[src/design/insn_decode_pkg.sv]
/*
  Shared types and constants for the instruction decode and timing block.
  Assumes a single system clock; instruction words arrive from program memory.
*/
package insn_decode_pkg;
  localparam int WORD_W = 14;
  localparam int FILE_ADDR_W = 7;
  localparam int LIT8_W = 8;
  localparam int LIT11_W = 11;
  localparam int OSC_PER_CYCLE = 4;
  localparam logic [13:0] NOP_WORD = 14'h0000;
  localparam logic [13:0] SLEEP_WORD = 14'h0063;
  localparam logic [13:0] CLRWDT_WORD = 14'h0064;
  localparam logic [13:0] RETURN_WORD = 14'h0008;
  localparam logic [13:0] RETFIE_WORD = 14'h0009;
  localparam logic [1:0] GRP_BYTE = 2'h0;
  localparam logic [1:0] GRP_BIT = 2'h1;
  localparam logic [1:0] GRP_CTRL = 2'h2;
  localparam logic [1:0] GRP_LIT = 2'h3;
  localparam logic [3:0] OP_MOVWF = 4'h0;
  localparam logic [3:0] OP_CLR = 4'h1;
  localparam logic [3:0] OP_SUBWF = 4'h2;
  localparam logic [3:0] OP_DECF = 4'h3;
  localparam logic [3:0] OP_IORWF = 4'h4;
  localparam logic [3:0] OP_ANDWF = 4'h5;
  localparam logic [3:0] OP_XORWF = 4'h6;
  localparam logic [3:0] OP_ADDWF = 4'h7;
  localparam logic [3:0] OP_MOVF = 4'h8;
  localparam logic [3:0] OP_COMF = 4'h9;
  localparam logic [3:0] OP_INCF = 4'ha;
  localparam logic [3:0] OP_DECFSZ = 4'hb;
  localparam logic [3:0] OP_RRF = 4'hc;
  localparam logic [3:0] OP_ROTATE_LEFT_CARRY = 4'hd;
  localparam logic [3:0] OP_SWAPF = 4'he;
  localparam logic [3:0] OP_INCFSZ = 4'hf;
  localparam logic [1:0] BOP_CLEAR = 2'h0;
  localparam logic [1:0] BOP_SET = 2'h1;
  localparam logic [1:0] BOP_TEST_CLEAR = 2'h2;
  localparam logic [1:0] BOP_TEST_SET = 2'h3;

  typedef enum logic [1:0] {
    CLASS_BYTE = 2'h0,
    CLASS_BIT = 2'h1,
    CLASS_LITCTRL = 2'h2
  } insn_class_t;

  typedef struct packed {
    insn_class_t cls;
    logic [3:0] opcode;
    logic dest_file;
    logic [6:0] file_addr;
    logic [2:0] bit_num;
    logic [7:0] lit8;
    logic [10:0] lit11;
    logic writes_file;
    logic reads_file;
    logic is_branch;
    logic is_cond_skip;
    logic is_sleep;
    logic is_clear_file;
  } decoded_t;
endpackage

[src/design/insn_decode_timing.sv]
/*
  Instruction decoder with read-modify-write sequencing and cycle timing.
  Assumes the datapath presents file read data within the read phase and
  i_skip_true is valid at the end of the write phase.
*/
`timescale 1ns/100ps
`default_nettype none
module insn_decode_timing
  import insn_decode_pkg::*;
#(
  parameter int OSC_DIV = OSC_PER_CYCLE,
  parameter logic [6:0] UPPER_IO_PORT_ADDR = 7'h06
) (
  // Clock and reset
  input wire logic i_clk_sys,
  input wire logic i_rst_n,
  // Program memory
  input wire logic [13:0] i_insn_word,
  // File register access
  input wire logic [7:0] i_file_rdata,
  input wire logic [7:0] i_port_pins,
  input wire logic i_skip_true,
  input wire logic [7:0] i_alu_result,
  // Decoded fields and timing
  output logic [13:0] o_insn_exec,
  output insn_decode_pkg::decoded_t o_decoded,
  output logic o_cycle_start,
  output logic [1:0] o_phase,
  output logic o_file_rd,
  output logic o_file_wr,
  output logic o_acc_wr,
  output logic [7:0] o_modify_operand,
  output logic [7:0] o_write_data,
  output logic o_port_change_clear,
  output logic o_fetch_next,
  output logic o_flush,
  output logic o_sleep_req
);
  import insn_decode_pkg::*;

  function automatic decoded_t decode(input logic [13:0] w);
    decoded_t dcd;
    dcd = '0;
    dcd.opcode = w[11:8];
    dcd.dest_file = w[7];
    dcd.file_addr = w[6:0];
    dcd.bit_num = w[9:7];
    dcd.lit8 = w[7:0];
    dcd.lit11 = w[10:0];
    unique case (w[13:12])
      GRP_BYTE: begin
        dcd.cls = CLASS_BYTE;
        dcd.reads_file = 1'b1;
        if (w[11:8] == OP_MOVWF) begin
          // Low control words share this opcode; bits 6:5 are don't-care for no_operation
          if (w[7]) begin
            dcd.writes_file = 1'b1;
          end else begin
            dcd.reads_file = 1'b0;
            dcd.is_sleep = (w == SLEEP_WORD);
            dcd.is_branch = (w == RETURN_WORD) || (w == RETFIE_WORD);
          end
        end else if (w[11:8] == OP_CLR) begin
          dcd.writes_file = w[7];
          dcd.is_clear_file = w[7];
          dcd.reads_file = w[7];
        end else begin
          // Covers rotate_left_carry 00 1101 d fffffff
          dcd.writes_file = w[7];
          dcd.is_cond_skip = (w[11:8] == OP_DECFSZ) || (w[11:8] == OP_INCFSZ);
        end
      end
      GRP_BIT: begin
        dcd.cls = CLASS_BIT;
        dcd.reads_file = 1'b1;
        dcd.writes_file = ~w[11];
        dcd.is_cond_skip = w[11];
      end
      GRP_CTRL: begin
        dcd.cls = CLASS_LITCTRL;
        dcd.is_branch = 1'b1;
      end
      GRP_LIT: begin
        dcd.cls = CLASS_LITCTRL;
        dcd.is_branch = (w[11:10] == 2'h1);
      end
    endcase
    return dcd;
  endfunction

  typedef enum logic [1:0] {
    ST_EXEC = 2'b01,
    ST_FLUSH = 2'b10
  } state_t;

  state_t state;
  state_t next_state;
  logic [1:0] phase;
  logic [13:0] insn_exec;
  logic [13:0] next_insn_exec;
  logic [7:0] rmw_value;

  // Phase divider: one instruction cycle per OSC_DIV clocks
  wire cycle_end = (phase == 2'(OSC_DIV - 1));
  wire decoded_t dec_now = decode(insn_exec);
  wire is_port = (dec_now.file_addr == UPPER_IO_PORT_ADDR);
  wire [7:0] read_value = is_port ? i_port_pins : i_file_rdata;
  wire in_exec = (state == ST_EXEC);
  wire take_two = in_exec && (dec_now.is_branch || (dec_now.is_cond_skip && i_skip_true));
  wire do_read = in_exec && dec_now.reads_file && (phase == 2'h1);
  wire do_write = in_exec && dec_now.reads_file && dec_now.writes_file && cycle_end;
  // Clear of accumulator has no file read but still writes it
  wire do_acc = in_exec && (dec_now.cls == CLASS_BYTE) && (dec_now.opcode != OP_MOVWF)
                && !dec_now.dest_file && !dec_now.is_cond_skip && cycle_end;
  wire is_clr_op = (dec_now.cls == CLASS_BYTE) && (dec_now.opcode == OP_CLR);
  wire [7:0] next_write = is_clr_op ? 8'h00 : i_alu_result;

  always_comb begin
    next_state = state;
    next_insn_exec = insn_exec;
    if (cycle_end) begin
      if (take_two) begin
        next_state = ST_FLUSH;
        next_insn_exec = NOP_WORD;
      end else begin
        next_state = ST_EXEC;
        next_insn_exec = i_insn_word;
      end
    end
  end

  always_ff @(posedge i_clk_sys or negedge i_rst_n) begin
    if (!i_rst_n) begin
      phase <= 2'h0;
      state <= ST_EXEC;
      insn_exec <= NOP_WORD;
      rmw_value <= 8'h00;
    end else begin
      phase <= cycle_end ? 2'h0 : phase + 2'h1;
      state <= next_state;
      insn_exec <= next_insn_exec;
      if (do_read) begin
        rmw_value <= read_value;
      end
    end
  end

  always_ff @(posedge i_clk_sys or negedge i_rst_n) begin
    if (!i_rst_n) begin
      o_insn_exec <= NOP_WORD;
      o_decoded <= '0;
      o_cycle_start <= 1'b0;
      o_phase <= 2'h0;
      o_file_rd <= 1'b0;
      o_file_wr <= 1'b0;
      o_acc_wr <= 1'b0;
      o_modify_operand <= 8'h00;
      o_write_data <= 8'h00;
      o_port_change_clear <= 1'b0;
      o_fetch_next <= 1'b0;
      o_flush <= 1'b0;
      o_sleep_req <= 1'b0;
    end else begin
      o_insn_exec <= next_insn_exec;
      o_decoded <= decode(next_insn_exec);
      o_cycle_start <= cycle_end;
      o_phase <= cycle_end ? 2'h0 : phase + 2'h1;
      o_file_rd <= do_read;
      o_file_wr <= do_write;
      o_acc_wr <= do_acc;
      if (do_read) begin
        o_modify_operand <= read_value;
      end
      if (do_write || do_acc) begin
        o_write_data <= next_write;
      end
      o_port_change_clear <= do_write && is_port;
      o_fetch_next <= cycle_end;
      o_flush <= cycle_end && take_two;
      o_sleep_req <= in_exec && dec_now.is_sleep && cycle_end;
    end
  end
endmodule
`default_nettype wire

[config.mk]
export PLATFORM = sky130hd
export DESIGN_NAME = insn_decode_timing
export DESIGN_NICKNAME = d
export VERILOG_FILES = /design/src/design/insn_decode_pkg.sv /design/src/design/insn_decode_timing.sv
export SDC_FILE = /design/constraint.sdc
export NUM_CORES = 1
export LEC_CHECK = 0
export ABC_AREA = 1
export BUFFER_PORTS_ARGS = -buffer_cell sky130_fd_sc_hd__buf_2
export CORE_MARGIN = 2
export CORE_UTILIZATION = 30
export CTS_CLUSTER_DIAMETER = 30
export DETAILED_ROUTE_END_ITERATION = 12
export HOLD_SLACK_MARGIN = 0.12
export PLACE_DENSITY = 0.64
export SYNTH_ARGS = -nofsm -noshare
export SYNTH_HDL_FRONTEND = slang
export SYNTH_SLANG_ARGS = --single-unit
[constraint.sdc]
create_clock -name i_clk_sys -period 1.9 [get_ports i_clk_sys]
set_input_delay 0.285 -clock i_clk_sys [delete_from_list [all_inputs] [get_ports i_clk_sys]]
set_output_delay 0.285 -clock i_clk_sys [all_outputs]
set_load 0.01 [all_outputs]
==> results of run 1 <==
power by group through the flow:
stage | sequential [W] | clock (W) | combinational (W)
6_report | 0.00148 | 0.000588 | 0.00176
5_1_grt | 0.00152 | 0.000670 | 0.00195
4_1_cts | 0.00149 | 0.000618 | 0.00156
3_5_place_dp | 0.00151 | 0 | 0.00154
3_3_place_gp | 0.00149 | 0 | 0.00153
2_1_floorplan | 0.00166 | 0 | 0.000863
final cells by class:
type,instances,share of cell area [%]
sequential,49,35.4
multi-input combinational,170,27.9
timing repair buffer,156,25.9
inverter,42,4.61
tap,105,3.78
clock buffer,7,2.20
clock inverter,1,0.144
synthesized netlist by cell type, drive strengths merged:
library cell | n | area, sq um
a2111oi | 1 | 15.0
a21oi | 2 | 10.0
o211ai | 8 | 60.1
buf | 40 | 302
or4 | 1 | 7.51
clkbuf | 3 | 11.3
nor3 | 3 | 20.0
nor2 | 28 | 123
nand4 | 3 | 18.8
inv | 42 | 158
nand3 | 26 | 158
nand2 | 69 | 282
or2 | 1 | 6.26
ha | 2 | 25.0
dfrtp | 48 | 1200
o21ai | 24 | 128
dfstp | 1 | 26.3
nor4b | 1 | 8.76
stage by stage:
stage | setup slack [ns] | cell area (sq um) | hold slack [ns]
after floorplan | 0.103 | 2560 | -0.0106
after global placement | 0.0743 | 3170 | 0.289
after detailed placement | -0.0000250 | 3170 | 0.297
after CTS | 0.0172 | 3270 | 0.192
after global routing | -0.0553 | 3470 | 0.186
final | 0.0626 | 3470 | 0.195
registers in the layout, summed over array words and instances (netlist names), 2 cells and up:
| signal | cells |
|---|---|
| o_insn_exec | 4 |
| state | 2 |
| o_modify_operand | 8 |
| o_decoded | 18 |
| o_phase | 2 |
| o_write_data | 8 |
path summary, 6_finish.rpt:
kind / from / endpoint / cells past startpoint
worst min register to register: o_phase[0] / o_phase[0] / 1
worst max register to register: o_insn_exec[12] / o_decoded[1] / 14
worst max-delay path: o_insn_exec[12] / o_decoded[1] / 14
max in group asynchronous: i_rst_n / state[0] / 3
min in group asynchronous: i_rst_n / o_file_wr / 2
worst min-delay path: i_insn_word[0] / o_decoded[17] / 3
worst min-delay path, delay by kind of cell:
family	cells	cell delay, ns
buf+inv	1	0.07
simple gates	2	0.11
layout by cell type, fill, tap and decap left out, drive strengths merged, types with 3 or more instances in the layout:
cell	instances
buf	155
clkbuf	7
dfrtp	48
inv	42
nand2	70
nand3	26
nand4	3
nor2	28
nor3	3
o211ai	8
o21ai	24
timing repair:
| item | in CTS | in global routing |
|---|---|---|
| setup buffers | 0 | 12 |
| hold buffers | 1 | 0 |
| pin swaps | 0 | 17 |
| endpoints found under the hold margin | 22 | 0 |
| gates resized for setup | 3 | 27 |
| gates cloned | 0 | 1 |
| endpoints found under the setup margin | 3 | 12 |
routing by layer:
metal  up-vias  wire (microns)
met4         0              78
met1      1076            2760
met5         -               0
met2        87            3320
li1       1159               -
met3        13             528
cells by family after synthesis:
family,share of synthesized area [%]
flops,48.0
simple gates,24.4
compound gates,8.31
buf+inv,18.4
fa+ha+maj,0.978
==> results.json, run 1 <==
{
  "synth_seq_cells": 49,
  "seq_area_frac_synth_pct": 48.0,
  "grt_pass1_wl_microns": 9730,
  "switching_share_pct": 39.1,
  "clk_pin_slew_ns": 0.09,
  "drt_iter0_markers": 64,
  "grt_pass1_vias": 1983,
  "fin_tns_setup_ns": 0,
  "cpMostUsedCell": "nor2_2",
  "tightestPinTransition_ns": 0.523,
  "power_density_mw_per_mm2": 1100,
  "yosys_warnings": 0,
  "seqPwrFrac_pct": 38.7,
  "track_usage_pct": 13.7,
  "final_cells": 530,
  "netlist_area_sq_mm": 0.00256,
  "slowest_delay_ns": 0.45,
  "die_h_microns": 96.4,
  "dr.pass1.iters": 5,
  "p_switching_w": 0.00150,
  "io_buffers": 122,
  "gp_congestion": 0.835,
  "maxSlewHeadroom_pct": 65.1,
  "cts_tree": "built",
  "arrival_ns": 2.07,
  "rsz0062_at_grt": "true",
  "vias": 2335,
  "p_int_w": 0.00233,
  "clk_latency_ns": 0.30,
  "worst-path-buf-inv": 2,
  "io_pins": 123,
  "routedWlPerCell_microns": 12.6,
  "num-fill-cells": 859,
  "grt_max_degree": 28,
  "p_clk_share_pct": 15.4,
  "cts_buffers": 5,
  "dpl.hpwl_microns": 5000,
  "drt_wl_total_microns": 6700,
  "post-route-util_pct": 42.1,
  "p_leak_nw": 1.92,
  "final_max_slew_viol_count": 0,
  "grt_util_met1_pct": 16.7,
  "status": "finished, final reports clean",
  "htreeDepth": 2,
  "fin_skew_ns": 0.0134,
  "synth_nets": 346,
  "synth_cell_types": 31,
  "layout-drive-gt1-share_pct": 47.8,
  "min_period_ns": 1.84,
  "synth.avg_cell_area_sq_um": 8.44,
  "clk_path_buf_depth": 2,
  "slowest_stage": "dfrtp_2",
  "rows": 33,
  "cp_top_family": "simple AND/OR/NAND/NOR gates",
  "ant_nets": 0,
  "drc": 0,
  "place_inst": 508,
  "crit_chain": "nor2_4 -> nand3_2 -> nor2_2 -> nand2_1 -> nand2_2 -> nand2_4 -> buf_6 -> nand3_4 -> nand2_4 -> nor2_2 -> nand2_1 -> nor2_2 -> inv_1 -> nor2_1",
  "synthToLayoutAreaGrowth_pct": 35.8,
  "grt_use_met3_pct": 4.70,
  "pwr-share-comb_pct": 46.0,
  "antenna_found_initial": 0,
  "hold_class": "primary input to flop",
  "start_util_pct": 31.0,
  "total_power_w": 0.00383,
  "seq_area_sq_mm": 0.00123,
  "startpoint_type": "flop",
  "fin_crit_sh_pct": 96.7,
  "gr-total-overflow": 0,
  "met2_usage_pct": 23.1,
  "multi_input_area_sq_um": 970,
  "setup-violations-final": 0,
  "fmax_mhz": 544,
  "dieArea_sq_mm": 0.00928,
  "r2r_slack_ns": 0.06,
  "cts-root-buf": "clkbuf_8",
  "die_x_microns": 96.4,
  "hold_violations": 0,
  "numClockSinks": 49,
  "ir_drop_mv": 0.307,
  "avgViaCountPerCell": 4.41,
  "grt_busiest_layer": "met2",
  "cap_viol_max_count": 0,
  "cp_max_fo": 5,
  "final_nets": 467,
  "core_sq_mm": 0.00826,
  "cp.required_ns": 2.13,
  "diodes": 0,
  "netlist_instances": 303,
  "endpoint_kind": "flop",
  "path_class": "flop to flop"
}
No activity file was read; power rests on OpenSTA's default activity.
==> run 2: changes to the inputs <==
CELL_PAD_IN_SITES_DETAIL_PLACEMENT = 0   (was default)
CELL_PAD_IN_SITES_GLOBAL_PLACEMENT = 2   (was default)
CORE_UTILIZATION = 25   (was 30)
PLACE_DENSITY = 0.87   (was 0.64)
==> results.json, run 2 (same netlist as run 1, synthesis figures left out) <==
{
  "status": "finished, final reports clean",
  "highest_layer": "met4",
  "die_h_microns": 105,
  "dieArea_sq_mm": 0.0111,
  "largest-register": "o_decoded",
  "final_cells": 554,
  "cap_viol_max_count": 0,
  "power_density_mw_per_mm2": 1100,
  "slowest_stage": "dfrtp_2",
  "drt_wl_total_microns": 6880,
  "clk_path_buf_depth": 2,
  "final_max_slew_viol_count": 0,
  "clk_latency_ns": 0.30,
  "place_inst": 537,
  "largest_register_ffs": 18,
  "core_sq_mm": 0.00986,
  "p_leak_nw": 1.91,
  "cts-root-buf": "clkbuf_8",
  "maxSlewHeadroom_pct": 67.0,
  "numClockSinks": 49,
  "endpoint_kind": "flop",
  "cp.required_ns": 2.13,
  "htreeDepth": 2,
  "gp_congestion": 0.764,
  "diodes": 0,
  "dr_wl_met2_microns": 3300,
  "setup-violations-final": 0,
  "drt_iter0_markers": 95,
  "track_usage_pct": 12.2,
  "ir_drop_mv": 0.382,
  "cts_buffers": 5,
  "avgViaCountPerCell": 4.11,
  "rsz0062_at_grt": "true",
  "ant_nets": 0,
  "cpMostUsedCell": "nor2_2",
  "io_pins": 123,
  "start_util_pct": 25.9,
  "tightestPinTransition_ns": 0.495,
  "final_nets": 463,
  "largest_registers": "o_decoded x18, o_modify_operand x8, o_write_data x8",
  "crit_chain": "nor2_4 -> nand3_2 -> nor2_2 -> nand2_1 -> nand2_2 -> nand2_4 -> buf_6 -> nand3_2 -> nand2_4 -> nor2_2 -> nand2_1 -> nor2_2 -> inv_1 -> nor2_1",
  "hold_class": "primary input to flop",
  "slowest_delay_ns": 0.47,
  "clk_pin_slew_ns": 0.10,
  "min_period_ns": 1.79,
  "met3_length_microns": 360,
  "post-place-ws_ns": 0.00906,
  "grt_pass1_wl_microns": 10800,
  "rows": 36,
  "r2r_slack_ns": 0.11,
  "final_cell_mix": "buf_2 (122), nand2_1 (58), dfrtp_1 (46)",
  "dr.pass1.iters": 4,
  "fin_crit_sh_pct": 94.3,
  "layout-drive-gt1-share_pct": 47.3,
  "antenna_found_initial": 0,
  "dpl.hpwl_microns": 5230,
  "drc": 0,
  "path_class": "flop to flop",
  "num-fill-cells": 1072,
  "final_area_sq_mm": 0.00348,
  "io_buffers": 122,
  "final_common_cell": "buf_2",
  "fmax_mhz": 558,
  "startpoint_type": "flop",
  "grt_pass1_vias": 2218,
  "hold_violations": 0,
  "vias": 2278,
  "cts_tree": "built",
  "wl_met1_microns": 3130,
  "routedWlPerCell_microns": 12.4,
  "cp_max_fo": 6,
  "gr-total-overflow": 0,
  "die_x_microns": 105,
  "fin_skew_ns": 0.0148,
  "arrival_ns": 2.02,
  "finalWorstSetupSlack_ns": 0.108,
  "synthToLayoutAreaGrowth_pct": 36.1,
  "place_area_sq_mm": 0.00323,
  "grt_max_degree": 30
}
[run 2: power by group]
part	switching [W]	leakage (nW)	total, W	internal, W
logic	0.000981	1.24	0.00171	0.000724
clock network	0.000345	0.0512	0.000640	0.000296
registers	0.000166	0.614	0.00149	0.00132
total	0.00149	1.91	0.00383	0.00234
[run 2: critical path: cells and delay by family (launching register included)]
family / cells / cell delay, ns
buffers and inverters: 2 / 0.19
and+or+nand+nor: 12 / 1.07
DFF: 1 / 0.47
[run 2: worst paths after layout]
path                                  from                  end  cells after the start
max                        o_insn_exec[12]         o_decoded[1]                     14
min                         i_insn_word[0]        o_decoded[17]                      3
max reg2reg                o_insn_exec[12]         o_decoded[1]                     14
min reg2reg                     o_phase[0]           o_phase[0]                      1
max in group asynchronous          i_rst_n             state[0]                      3
min in group asynchronous          i_rst_n  o_modify_operand[5]                      2
[run 2: layer usage]
layer | vias up | track usage, %
li1 | 1159 | -
met1 | 1042 | 15.7
met2 | 69 | 20.6
met3 | 8 | 2.93
met4 | 0 | 2.76
met5 | - | 0
[run 2: cell type report]
type / instances / area [sq um] / share of cell area (%)
multi-input combinational: 169 / 942 / 27.0
inverter: 42 / 158 / 4.53
clock buffer: 6 / 82.6 / 2.37
timing repair buffer: 153 / 891 / 25.6
clock inverter: 2 / 13.8 / 0.395
tap: 133 / 166 / 4.78
sequential: 49 / 1230 / 35.3
[run 2: what timing repair did]
| item | in CTS | in global routing |
|---|---|---|
| endpoints found under the setup margin | 1 | 10 |
| endpoints found under the hold margin | 20 | 0 |
| resized for setup | 1 | 25 |
| hold buffers | 1 | 0 |
| pin swaps | 0 | 12 |
| buffers inserted | 0 | 8 |
[run 2: per-stage QoR]
stage	util, %	setup TNS, ns	total power (W)	hold WS, ns
global placement	32.7	0	0.00306	0.276
finish	35.3	0	0.00383	0.212
global route	35.3	-0.0756	0.00413	0.230
floorplan	-	0	0.00252	-0.0106
CTS	33.8	0	0.00374	0.209
detailed placement	32.7	0	0.00308	0.282
